## src/hw/orl_consts.svh

```systemverilog
// constants for the output relay latch and force block
// assumes one 25 MHz system clock and a plain strobe register port
`ifndef ORL_CONSTS_SVH
`define ORL_CONSTS_SVH
`define ORL_NUM_REL 6
`define ORL_NUM_SIG 7
`define ORL_ADDR_W 8
// register byte addresses
`define ORL_OFS_CTRL 8'h00
`define ORL_OFS_LATCH_EN 8'h04
`define ORL_OFS_RELAY_INV 8'h08
`define ORL_OFS_EXEMPT 8'h0C
`define ORL_OFS_FORCE 8'h10
`define ORL_OFS_CMD 8'h14
`define ORL_OFS_STATUS 8'h18
`define ORL_OFS_SIG_INV0 8'h20
`define ORL_SIG_INV_STEP 8'h04
// control field positions
`define ORL_CTRL_DIS_EN 0
`define ORL_CTRL_DIS_CMD 1
`define ORL_CTRL_GRP_LO 2
`define ORL_CMD_ACK 0
`define ORL_ST_LATCH_LO 8
`define ORL_ST_SYSOK 16
// reset values
`define ORL_RST_LATCH_EN 6'h3F
`define ORL_RST_RELAY_INV 6'h00
`define ORL_RST_EXEMPT 6'h00
`define ORL_RST_FORCE 12'h000
`define ORL_RST_GRP 2'h0
`endif

```

## src/hw/orl_pkg.sv

```systemverilog
// types for the output relay latch and force block
// assumes orl_consts.svh is on the include path
`include "orl_consts.svh"
package orl_pkg;
  typedef enum logic [1:0] {ORL_NORMAL, ORL_DEENERGIZED, ORL_ENERGIZED} orl_force_e;
  typedef logic [`ORL_NUM_REL-1:0] orl_rel_t;
  typedef logic [`ORL_NUM_SIG-1:0] orl_sig_t;
  typedef struct packed {
    logic s1;
    logic s2;
    logic s3;
  } orl_sync_s;
  typedef struct packed {
    logic latch;
    logic ack_d;
  } orl_chan_s;
  typedef struct packed {
    logic dis_en;
    logic dis_cmd;
    logic [1:0] grp;
    orl_rel_t latch_en;
    orl_rel_t relay_inv;
    orl_rel_t exempt;
    logic [2*`ORL_NUM_REL-1:0] force_set;
    logic [`ORL_NUM_REL*`ORL_NUM_SIG-1:0] sig_inv;
    logic scada_ack;
    logic restore_pend;
    logic restore;
    orl_rel_t coil;
    orl_rel_t latch_out;
    logic sysok;
    logic [31:0] rdata;
  } orl_top_s;
endpackage

```

## src/hw/orl_sync.sv

```systemverilog
// two-stage synchroniser with a one-cycle rising-edge pulse
// assumes an asynchronous pin input and the system clock
`timescale 1ns/100ps
`default_nettype none
module orl_sync
  import orl_pkg::*;
(
  // clock and reset
  input wire logic clk,
  input wire logic rst,
  // pin and result
  input wire logic pin,
  output logic rise
);
  orl_sync_s st_ff;
  orl_sync_s nxt_st;

  always_comb
  begin
    nxt_st.s1 = pin;
    nxt_st.s2 = st_ff.s1;
    nxt_st.s3 = st_ff.s2;
  end

  always_ff @(posedge clk)
  begin
    if (rst)
      st_ff <= '0;
    else
      st_ff <= nxt_st;
  end

  assign rise = st_ff.s2 & ~st_ff.s3;
endmodule
`default_nettype wire

```

## src/hw/orl_chan.sv

```systemverilog
// one output relay: signal combine, latch, acknowledgement
// assumes assigned and acknowledge signals come from logic on the same clock
`timescale 1ns/100ps
`default_nettype none
module orl_chan
  import orl_pkg::*;
(
  // clock and reset
  input wire logic clk,
  input wire logic rst,
  // configuration
  input wire orl_sig_t sig,
  input wire orl_sig_t sig_inv,
  input wire logic latch_en,
  // acknowledgement and hold
  input wire logic ack_sig,
  input wire logic glob_ack,
  input wire logic hold,
  // restore after power-up
  input wire logic restore,
  input wire logic restore_val,
  // state
  output logic comb,
  output logic latch_q,
  output logic value
);
  orl_chan_s st_ff;
  orl_chan_s nxt_st;
  logic own_ack;
  logic clr;

  assign comb = |(sig ^ sig_inv);
  assign own_ack = ack_sig & ~st_ff.ack_d & latch_en;
  assign clr = (own_ack | glob_ack) & ~comb & ~hold;

  always_comb
  begin
    nxt_st.ack_d = ack_sig;
    if (restore)
      nxt_st.latch = restore_val;
    else
      // set wins; latch_en gates setting and the own acknowledge, so a held latch survives it
      nxt_st.latch = (latch_en & comb) | (st_ff.latch & ~clr);
  end

  always_ff @(posedge clk)
  begin
    if (rst)
      st_ff <= '0;
    else
      st_ff <= nxt_st;
  end

  assign latch_q = st_ff.latch;
  assign value = comb | st_ff.latch;
endmodule
`default_nettype wire

```

## src/hw/orl_top.sv

```systemverilog
// output relay latch, disarm and force control with system-ok contact
// assumes register strobes from same-clock logic, key and external ack from pins
//
// Functional notes
// - latched outputs reload their stored state after power returns
// - latched state survives reconfiguration, also latch switched off
// - a latched output clears only through an acknowledgement
// - system-ok contact has no user settings
// - front-panel clear key acknowledges all relays
// - per-relay acknowledge signal acts only while latching is on
// - external acknowledge rising clears all relays together
// - supervisory acknowledge command clears all relays together
// - system-ok contact energized only without internal fault
// - system-ok off during boot, then on with its led
// - disarm command takes only with enable set in the same write; command unavailable while enable off
// - zone interlock and supervision outputs are exempt from disarm
// - per-relay force: normal, energized, de-energized; default normal
// - group force overrides every individual force
// - disarm command and enable reset inactive
// - acknowledge needs set signals gone and retention time expired
// - unlatched relay follows its combined signals
// - seven invertible signals ORed, result invertible too
`timescale 1ns/100ps
`default_nettype none
module orl_top
  import orl_pkg::*;
(
  // clock and reset
  input wire logic CLK_SYS,
  input wire logic RST,
  // register port
  input wire logic [`ORL_ADDR_W-1:0] REG_ADDR,
  input wire logic [31:0] REG_WDATA,
  input wire logic REG_WR,
  input wire logic REG_RD,
  output logic [31:0] REG_RDATA,
  // protection signals, relay i uses bits 7*i+6..7*i
  input wire logic [`ORL_NUM_REL*`ORL_NUM_SIG-1:0] ASSIGN_SIG,
  input wire orl_rel_t ACK_SIG,
  input wire orl_rel_t HOLD_ACT,
  // acknowledge pins
  input wire logic CLEAR_KEY,
  input wire logic EXTERNAL_ACK_MODULE,
  // device state
  input wire logic BOOT_DONE,
  input wire logic INT_FAULT,
  // stored latch image
  input wire orl_rel_t NV_LATCH,
  output orl_rel_t LATCH_STATE,
  // relay coils
  output orl_rel_t RELAY_COIL,
  output logic SYSTEM_OK_CONTACT,
  output logic SYSTEM_OK_LED
);
  orl_top_s st_ff;
  orl_top_s nxt_st;
  logic key_rise;
  logic ext_rise;
  logic glob_ack;
  logic dis_act;
  orl_force_e grp_f;
  orl_rel_t ch_latch;
  orl_rel_t ch_val;
  orl_rel_t ch_comb;

  function automatic orl_force_e force_dec(input logic [1:0] code);
    unique case (code)
      2'h1: force_dec = ORL_DEENERGIZED;
      2'h2: force_dec = ORL_ENERGIZED;
      default: force_dec = ORL_NORMAL;
    endcase
  endfunction

  function automatic logic hit(input logic [`ORL_ADDR_W-1:0] ofs);
    hit = REG_ADDR == ofs;
  endfunction

  orl_sync u_key
  (
    .clk(CLK_SYS),
    .rst(RST),
    .pin(CLEAR_KEY),
    .rise(key_rise)
  );

  orl_sync u_ext
  (
    .clk(CLK_SYS),
    .rst(RST),
    .pin(EXTERNAL_ACK_MODULE),
    .rise(ext_rise)
  );

  assign glob_ack = key_rise | ext_rise | st_ff.scada_ack;

  genvar gi;
  generate
    for (gi = 0; gi < `ORL_NUM_REL; gi++)
    begin : g_chan
      orl_chan u_chan
      (
        .clk(CLK_SYS),
        .rst(RST),
        .sig(ASSIGN_SIG[gi*`ORL_NUM_SIG +: `ORL_NUM_SIG]),
        .sig_inv(st_ff.sig_inv[gi*`ORL_NUM_SIG +: `ORL_NUM_SIG]),
        .latch_en(st_ff.latch_en[gi]),
        .ack_sig(ACK_SIG[gi]),
        .glob_ack(glob_ack),
        .hold(HOLD_ACT[gi]),
        .restore(st_ff.restore),
        .restore_val(NV_LATCH[gi]),
        .comb(ch_comb[gi]),
        .latch_q(ch_latch[gi]),
        .value(ch_val[gi])
      );
    end
  endgenerate

  assign dis_act = st_ff.dis_en & st_ff.dis_cmd;
  assign grp_f = force_dec(st_ff.grp);

  always_comb
  begin
    logic v;
    orl_force_e f;
    v = 1'b0;
    f = ORL_NORMAL;
    nxt_st = st_ff;
    nxt_st.scada_ack = 1'b0;
    // capture the stored latch image one cycle after reset release
    nxt_st.restore_pend = 1'b0;
    nxt_st.restore = st_ff.restore_pend;
    if (REG_WR)
    begin
      if (hit(`ORL_OFS_CTRL))
      begin
        nxt_st.dis_en = REG_WDATA[`ORL_CTRL_DIS_EN];
        // command only takes when the same write also sets the enable
        nxt_st.dis_cmd = REG_WDATA[`ORL_CTRL_DIS_CMD] & REG_WDATA[`ORL_CTRL_DIS_EN];
        nxt_st.grp = REG_WDATA[`ORL_CTRL_GRP_LO +: 2];
      end
      if (hit(`ORL_OFS_LATCH_EN))
        nxt_st.latch_en = REG_WDATA[`ORL_NUM_REL-1:0];
      if (hit(`ORL_OFS_RELAY_INV))
        nxt_st.relay_inv = REG_WDATA[`ORL_NUM_REL-1:0];
      if (hit(`ORL_OFS_EXEMPT))
        nxt_st.exempt = REG_WDATA[`ORL_NUM_REL-1:0];
      if (hit(`ORL_OFS_FORCE))
        nxt_st.force_set = REG_WDATA[2*`ORL_NUM_REL-1:0];
      if (hit(`ORL_OFS_CMD))
        nxt_st.scada_ack = REG_WDATA[`ORL_CMD_ACK];
      for (int i = 0; i < `ORL_NUM_REL; i++)
      begin
        if (hit(`ORL_OFS_SIG_INV0 + `ORL_SIG_INV_STEP * 8'(i)))
          nxt_st.sig_inv[i*`ORL_NUM_SIG +: `ORL_NUM_SIG] = REG_WDATA[`ORL_NUM_SIG-1:0];
      end
    end
    // read data stand only in the cycle after the strobe
    nxt_st.rdata = '0;
    if (REG_RD)
    begin
      if (hit(`ORL_OFS_CTRL))
      begin
        nxt_st.rdata[`ORL_CTRL_DIS_EN] = st_ff.dis_en;
        nxt_st.rdata[`ORL_CTRL_DIS_CMD] = st_ff.dis_cmd;
        nxt_st.rdata[`ORL_CTRL_GRP_LO +: 2] = st_ff.grp;
      end
      if (hit(`ORL_OFS_LATCH_EN))
        nxt_st.rdata[`ORL_NUM_REL-1:0] = st_ff.latch_en;
      if (hit(`ORL_OFS_RELAY_INV))
        nxt_st.rdata[`ORL_NUM_REL-1:0] = st_ff.relay_inv;
      if (hit(`ORL_OFS_EXEMPT))
        nxt_st.rdata[`ORL_NUM_REL-1:0] = st_ff.exempt;
      if (hit(`ORL_OFS_FORCE))
        nxt_st.rdata[2*`ORL_NUM_REL-1:0] = st_ff.force_set;
      if (hit(`ORL_OFS_STATUS))
      begin
        nxt_st.rdata[`ORL_NUM_REL-1:0] = st_ff.coil;
        nxt_st.rdata[`ORL_ST_LATCH_LO +: `ORL_NUM_REL] = st_ff.latch_out;
        nxt_st.rdata[`ORL_ST_SYSOK] = st_ff.sysok;
      end
      for (int i = 0; i < `ORL_NUM_REL; i++)
      begin
        if (hit(`ORL_OFS_SIG_INV0 + `ORL_SIG_INV_STEP * 8'(i)))
          nxt_st.rdata[`ORL_NUM_SIG-1:0] = st_ff.sig_inv[i*`ORL_NUM_SIG +: `ORL_NUM_SIG];
      end
    end
    // clearing the enable withdraws a pending command
    if (!nxt_st.dis_en)
      nxt_st.dis_cmd = 1'b0;
    for (int i = 0; i < `ORL_NUM_REL; i++)
    begin
      v = ch_val[i] ^ st_ff.relay_inv[i];
      if (dis_act && !ch_latch[i] && !HOLD_ACT[i] && !st_ff.exempt[i])
        v = 1'b0;
      f = (grp_f != ORL_NORMAL) ? grp_f : force_dec(st_ff.force_set[2*i +: 2]);
      if (f == ORL_ENERGIZED)
        v = 1'b1;
      else if (f == ORL_DEENERGIZED)
        v = 1'b0;
      nxt_st.coil[i] = v;
    end
    nxt_st.latch_out = ch_latch;
    // fixed behaviour, no register reaches it
    nxt_st.sysok = BOOT_DONE & ~INT_FAULT;
  end

  always_ff @(posedge CLK_SYS)
  begin
    if (RST)
    begin
      st_ff <= '0;
      st_ff.latch_en <= `ORL_RST_LATCH_EN;
      st_ff.relay_inv <= `ORL_RST_RELAY_INV;
      st_ff.exempt <= `ORL_RST_EXEMPT;
      st_ff.force_set <= `ORL_RST_FORCE;
      st_ff.grp <= `ORL_RST_GRP;
      st_ff.restore_pend <= 1'b1;
      st_ff.dis_en <= 1'b0;
      st_ff.dis_cmd <= 1'b0;
    end
    else
      st_ff <= nxt_st;
  end

  assign REG_RDATA = st_ff.rdata;
  assign RELAY_COIL = st_ff.coil;
  assign LATCH_STATE = st_ff.latch_out;
  assign SYSTEM_OK_CONTACT = st_ff.sysok;
  assign SYSTEM_OK_LED = st_ff.sysok;

  // per-relay force, disarm, acknowledge and follow checks
  generate
    for (gi = 0; gi < `ORL_NUM_REL; gi++)
    begin : g_chk
      orl_force_e own_f;
      assign own_f = force_dec(st_ff.force_set[2*gi +: 2]);

    end
  endgenerate
endmodule
`default_nettype wire

```

## config.mk

```make
export PLATFORM = sky130hd
export DESIGN_NAME = orl_top
export DESIGN_NICKNAME = d
export VERILOG_FILES = /design/src/hw/orl_pkg.sv /design/src/hw/orl_sync.sv /design/src/hw/orl_chan.sv /design/src/hw/orl_top.sv
export VERILOG_INCLUDE_DIRS = /design/src /design/src/hw
export SDC_FILE = /design/constraint.sdc
export NUM_CORES = 1
export LEC_CHECK = 0
export BUFFER_PORTS_ARGS = -buffer_cell sky130_fd_sc_hd__buf_2
export CAP_MARGIN = 40
export CORE_MARGIN = 5
export CORE_UTILIZATION = 56
export CTS_BUF_LIST = sky130_fd_sc_hd__clkbuf_8
export CTS_CLUSTER_DIAMETER = 150
export DETAILED_ROUTE_END_ITERATION = 6
export HOLD_SLACK_MARGIN = 0.08
export PLACE_DENSITY_LB_ADDON = 0.3
export SLEW_MARGIN = 30
export SYNTH_ARGS = -nofsm -noshare
export SYNTH_HDL_FRONTEND = slang
export SYNTH_HIERARCHICAL = 1
export SYNTH_SLANG_ARGS = --single-unit
```

## constraint.sdc

```tcl
create_clock -name CLK_SYS -period 1.9 [get_ports CLK_SYS]
set_clock_uncertainty 0.1 [all_clocks]
set_input_delay 0.095 -clock CLK_SYS [delete_from_list [all_inputs] [get_ports CLK_SYS]]
set_output_delay 0.095 -clock CLK_SYS [all_outputs]
set_load 0.02 [all_outputs]
```

==> impl_metrics.yaml <==
final_layout:
  layoutNonFillerInstCount: 1143
  antenna_cells: 0
  final_nets: 1098
  design_area_um2: 8610
  syn_to_final_growth_pct: 33.7
  drive_gt1_frac: 0.325
timing:
  rsz0062_at_grt: "yes"
  postLayoutSetupSlackWorst_ns: -0.0530
  holdWs_ns: 0.148
  hold_viol: 0
  min_period_ns: 1.95
  max_freq_mhz: 512
  final-setup-viol-count: 3
  relSlewSlack: 0.590
  tightest_slew_ns: 0.609
  tns_ns: -0.0687
  min_period_over_period: 1.03
  slew_viol_final: 0
clock_tree:
  clock_path_buffers: 2
  clk_pin_slew_worst_paths_ns: 0.07
  cts-root-buf: "clkbuf_8"
  numCtsBuffers: 17
  clk_latency_ns: 0.46
  cts_max_level: 4
  clkSinkCount: 125
  cts_tree: "yes"
global_route:
  grt_pass1_wl_um: 33200
  overflow: 0
  grt_pass1_vias: 6539
  grt_max_degree: 74
  antenna_found_initial: 1
  grt_use_total: 0.319
worst_setup_path:
  r2r_end: "RELAY_COIL[4]"
  worst_path_largest_cell_delay_ns: 0.42
  critPathKind: "flop to flop"
  cp_slowest_cell: "or3_4"
  cp_top_family: "simple AND/OR/NAND/NOR gates"
  crit_path_end_kind: "flop"
  critPathRequiredTime_ns: 2.16
  critPathLaunch: "st_ff[79]"
  start_kind: "flop"
  cp_max_fo: 2
  regToRegSetupSlack_ns: -0.05
  cp_data_arrival_time_ns: 2.21
  path_cells: "xnor2_2 > nand4_1 > or3_4 > xor2_1 > a21oi_1 > buf_4 > a21oi_2 > o21a_1"
  worst-path-buf-inv: 1
  timing.rr.start: "st_ff[79]"
  r2r_cells: 8
route:
  vias: 6712
  drc: 0
  via_per_inst: 5.87
  initialDrtViolationCount: 796
  wl_per_cell_um: 19.2
  drt_wl_total_um: 21900
  ant_nets: 0
  detail_route.first_pass.iterations: 6
power_and_ir_drop:
  irDropWorstVdd_mv: 0.635
  p_leak_nw: 3.50
  power.density_nw_per_um2: 676
floorplanning:
  initial_core_util: 0.569
  die_y_um: 117
  coreArea_um2: 11300
  fp-row-count: 39
  pin_count: 154
  die_x_um: 117
  dieArea_um2: 13700
placed_design:
  gp_congestion: 1.04
  pre_cts_ws_ns: -0.162
  placed_area_um2: 7450
  port_buffers: 116
  placedCellCount: 1057
  hpwl_um: 15200
outcome:
  violations: "setup timing"
  status: "finished, violations left"
yosys:
  ys_warn_count: 6
  synth_area_um2: 6440
  synth_cells: 780
  syn-mean-instance-area_um2: 8.25
min_path:
  hp-start: "REG_ADDR[0]"
  hp-class: "input pin to flop"
  min_path_cells: 5
  holdPathEnd: "st_ff[114]"
flow_run:
  cap_violations: 0
[worst max path at each step]
stage	endpoint	depth (start not counted)
2_1_floorplan	RELAY_COIL[0]	7
3_3_place_gp	REG_RDATA[2]	7
3_5_place_dp	REG_RDATA[3]	7
4_1_cts	RELAY_COIL[0]	7
5_1_grt	RELAY_COIL[4]	8
6_report	RELAY_COIL[4]	8
[state kept, by name (all words and copies together), names as in the netlist]
register,flops
LATCH_STATE,6
REG_RDATA,15
RELAY_COIL,6
SYSTEM_OK_CONTACT,1
g_chan.u_chan/latch_q,6
g_chan.u_chan/st_ff,6
nxt_st,1
st_ff,78
u_ext/nxt_st,2
u_ext/st_ff,1
u_key/nxt_st,2
u_key/st_ff,1
[tightest hold or removal path: stages]
cell,delay (ns)
buf_2,0.14
nor4b_2,0.07
buf_4,0.19
nand3_1,0.09
nand3b_1,0.07
[metal layers]
layer  vias to the layer above  global-route usage  routed length (um)
met5                         -                   0                   7
met4                         2               0.170                1240
met3                        94              0.0833                2450
met2                       473               0.527               10300
met1                      3057               0.378                7930
li1                       3086                   -                   -
[final cells by class]
class	count	area [um2]
clock buffers	19	262
clock inverters	12	145
fillers	805	2710
inverters	22	82.6
multi-input cells	557	3570
flip-flops and latches	125	2530
well taps	143	179
repair buffers	265	1840
[repair_timing]
| item | in CTS | in global routing |
|---|---|---|
| buffers inserted | 4 | 6 |
| endpoints found under the hold margin | 111 | 0 |
| pin swaps | 14 | 32 |
| endpoints found under the setup margin | 4 | 7 |
| gates resized for setup | 12 | 43 |
| hold buffers | 46 | 0 |
[where the power goes]
part / leakage (nW) / internal [W] / switching, W
registers: 1.03 / 0.00266 / 0.0000343
clock network: 0.199 / 0.00134 / 0.00109
logic: 2.28 / 0.000315 / 0.000383
total: 3.50 / 0.00432 / 0.00150
[cell usage in the layout, fill, tap and decap left out, drive strengths merged, types with 19 or more instances in the layout]
master         n
nand3         65
a21oi         94
dfxtp        125
dlygate4sd3   46
inv           22
xnor2         43
nand2        118
nor2b         24
buf          219
nor2          22
clkbuf        19
[metrics by stage]
step | utilization | total power [W]
after floorplan | - | 0.00310
after global placement | 0.658 | 0.00332
after detailed placement | 0.658 | 0.00333
after CTS | 0.741 | 0.00578
after global routing | 0.760 | 0.00601
final | 0.760 | 0.00582
(Power assumes the default switching activity.)
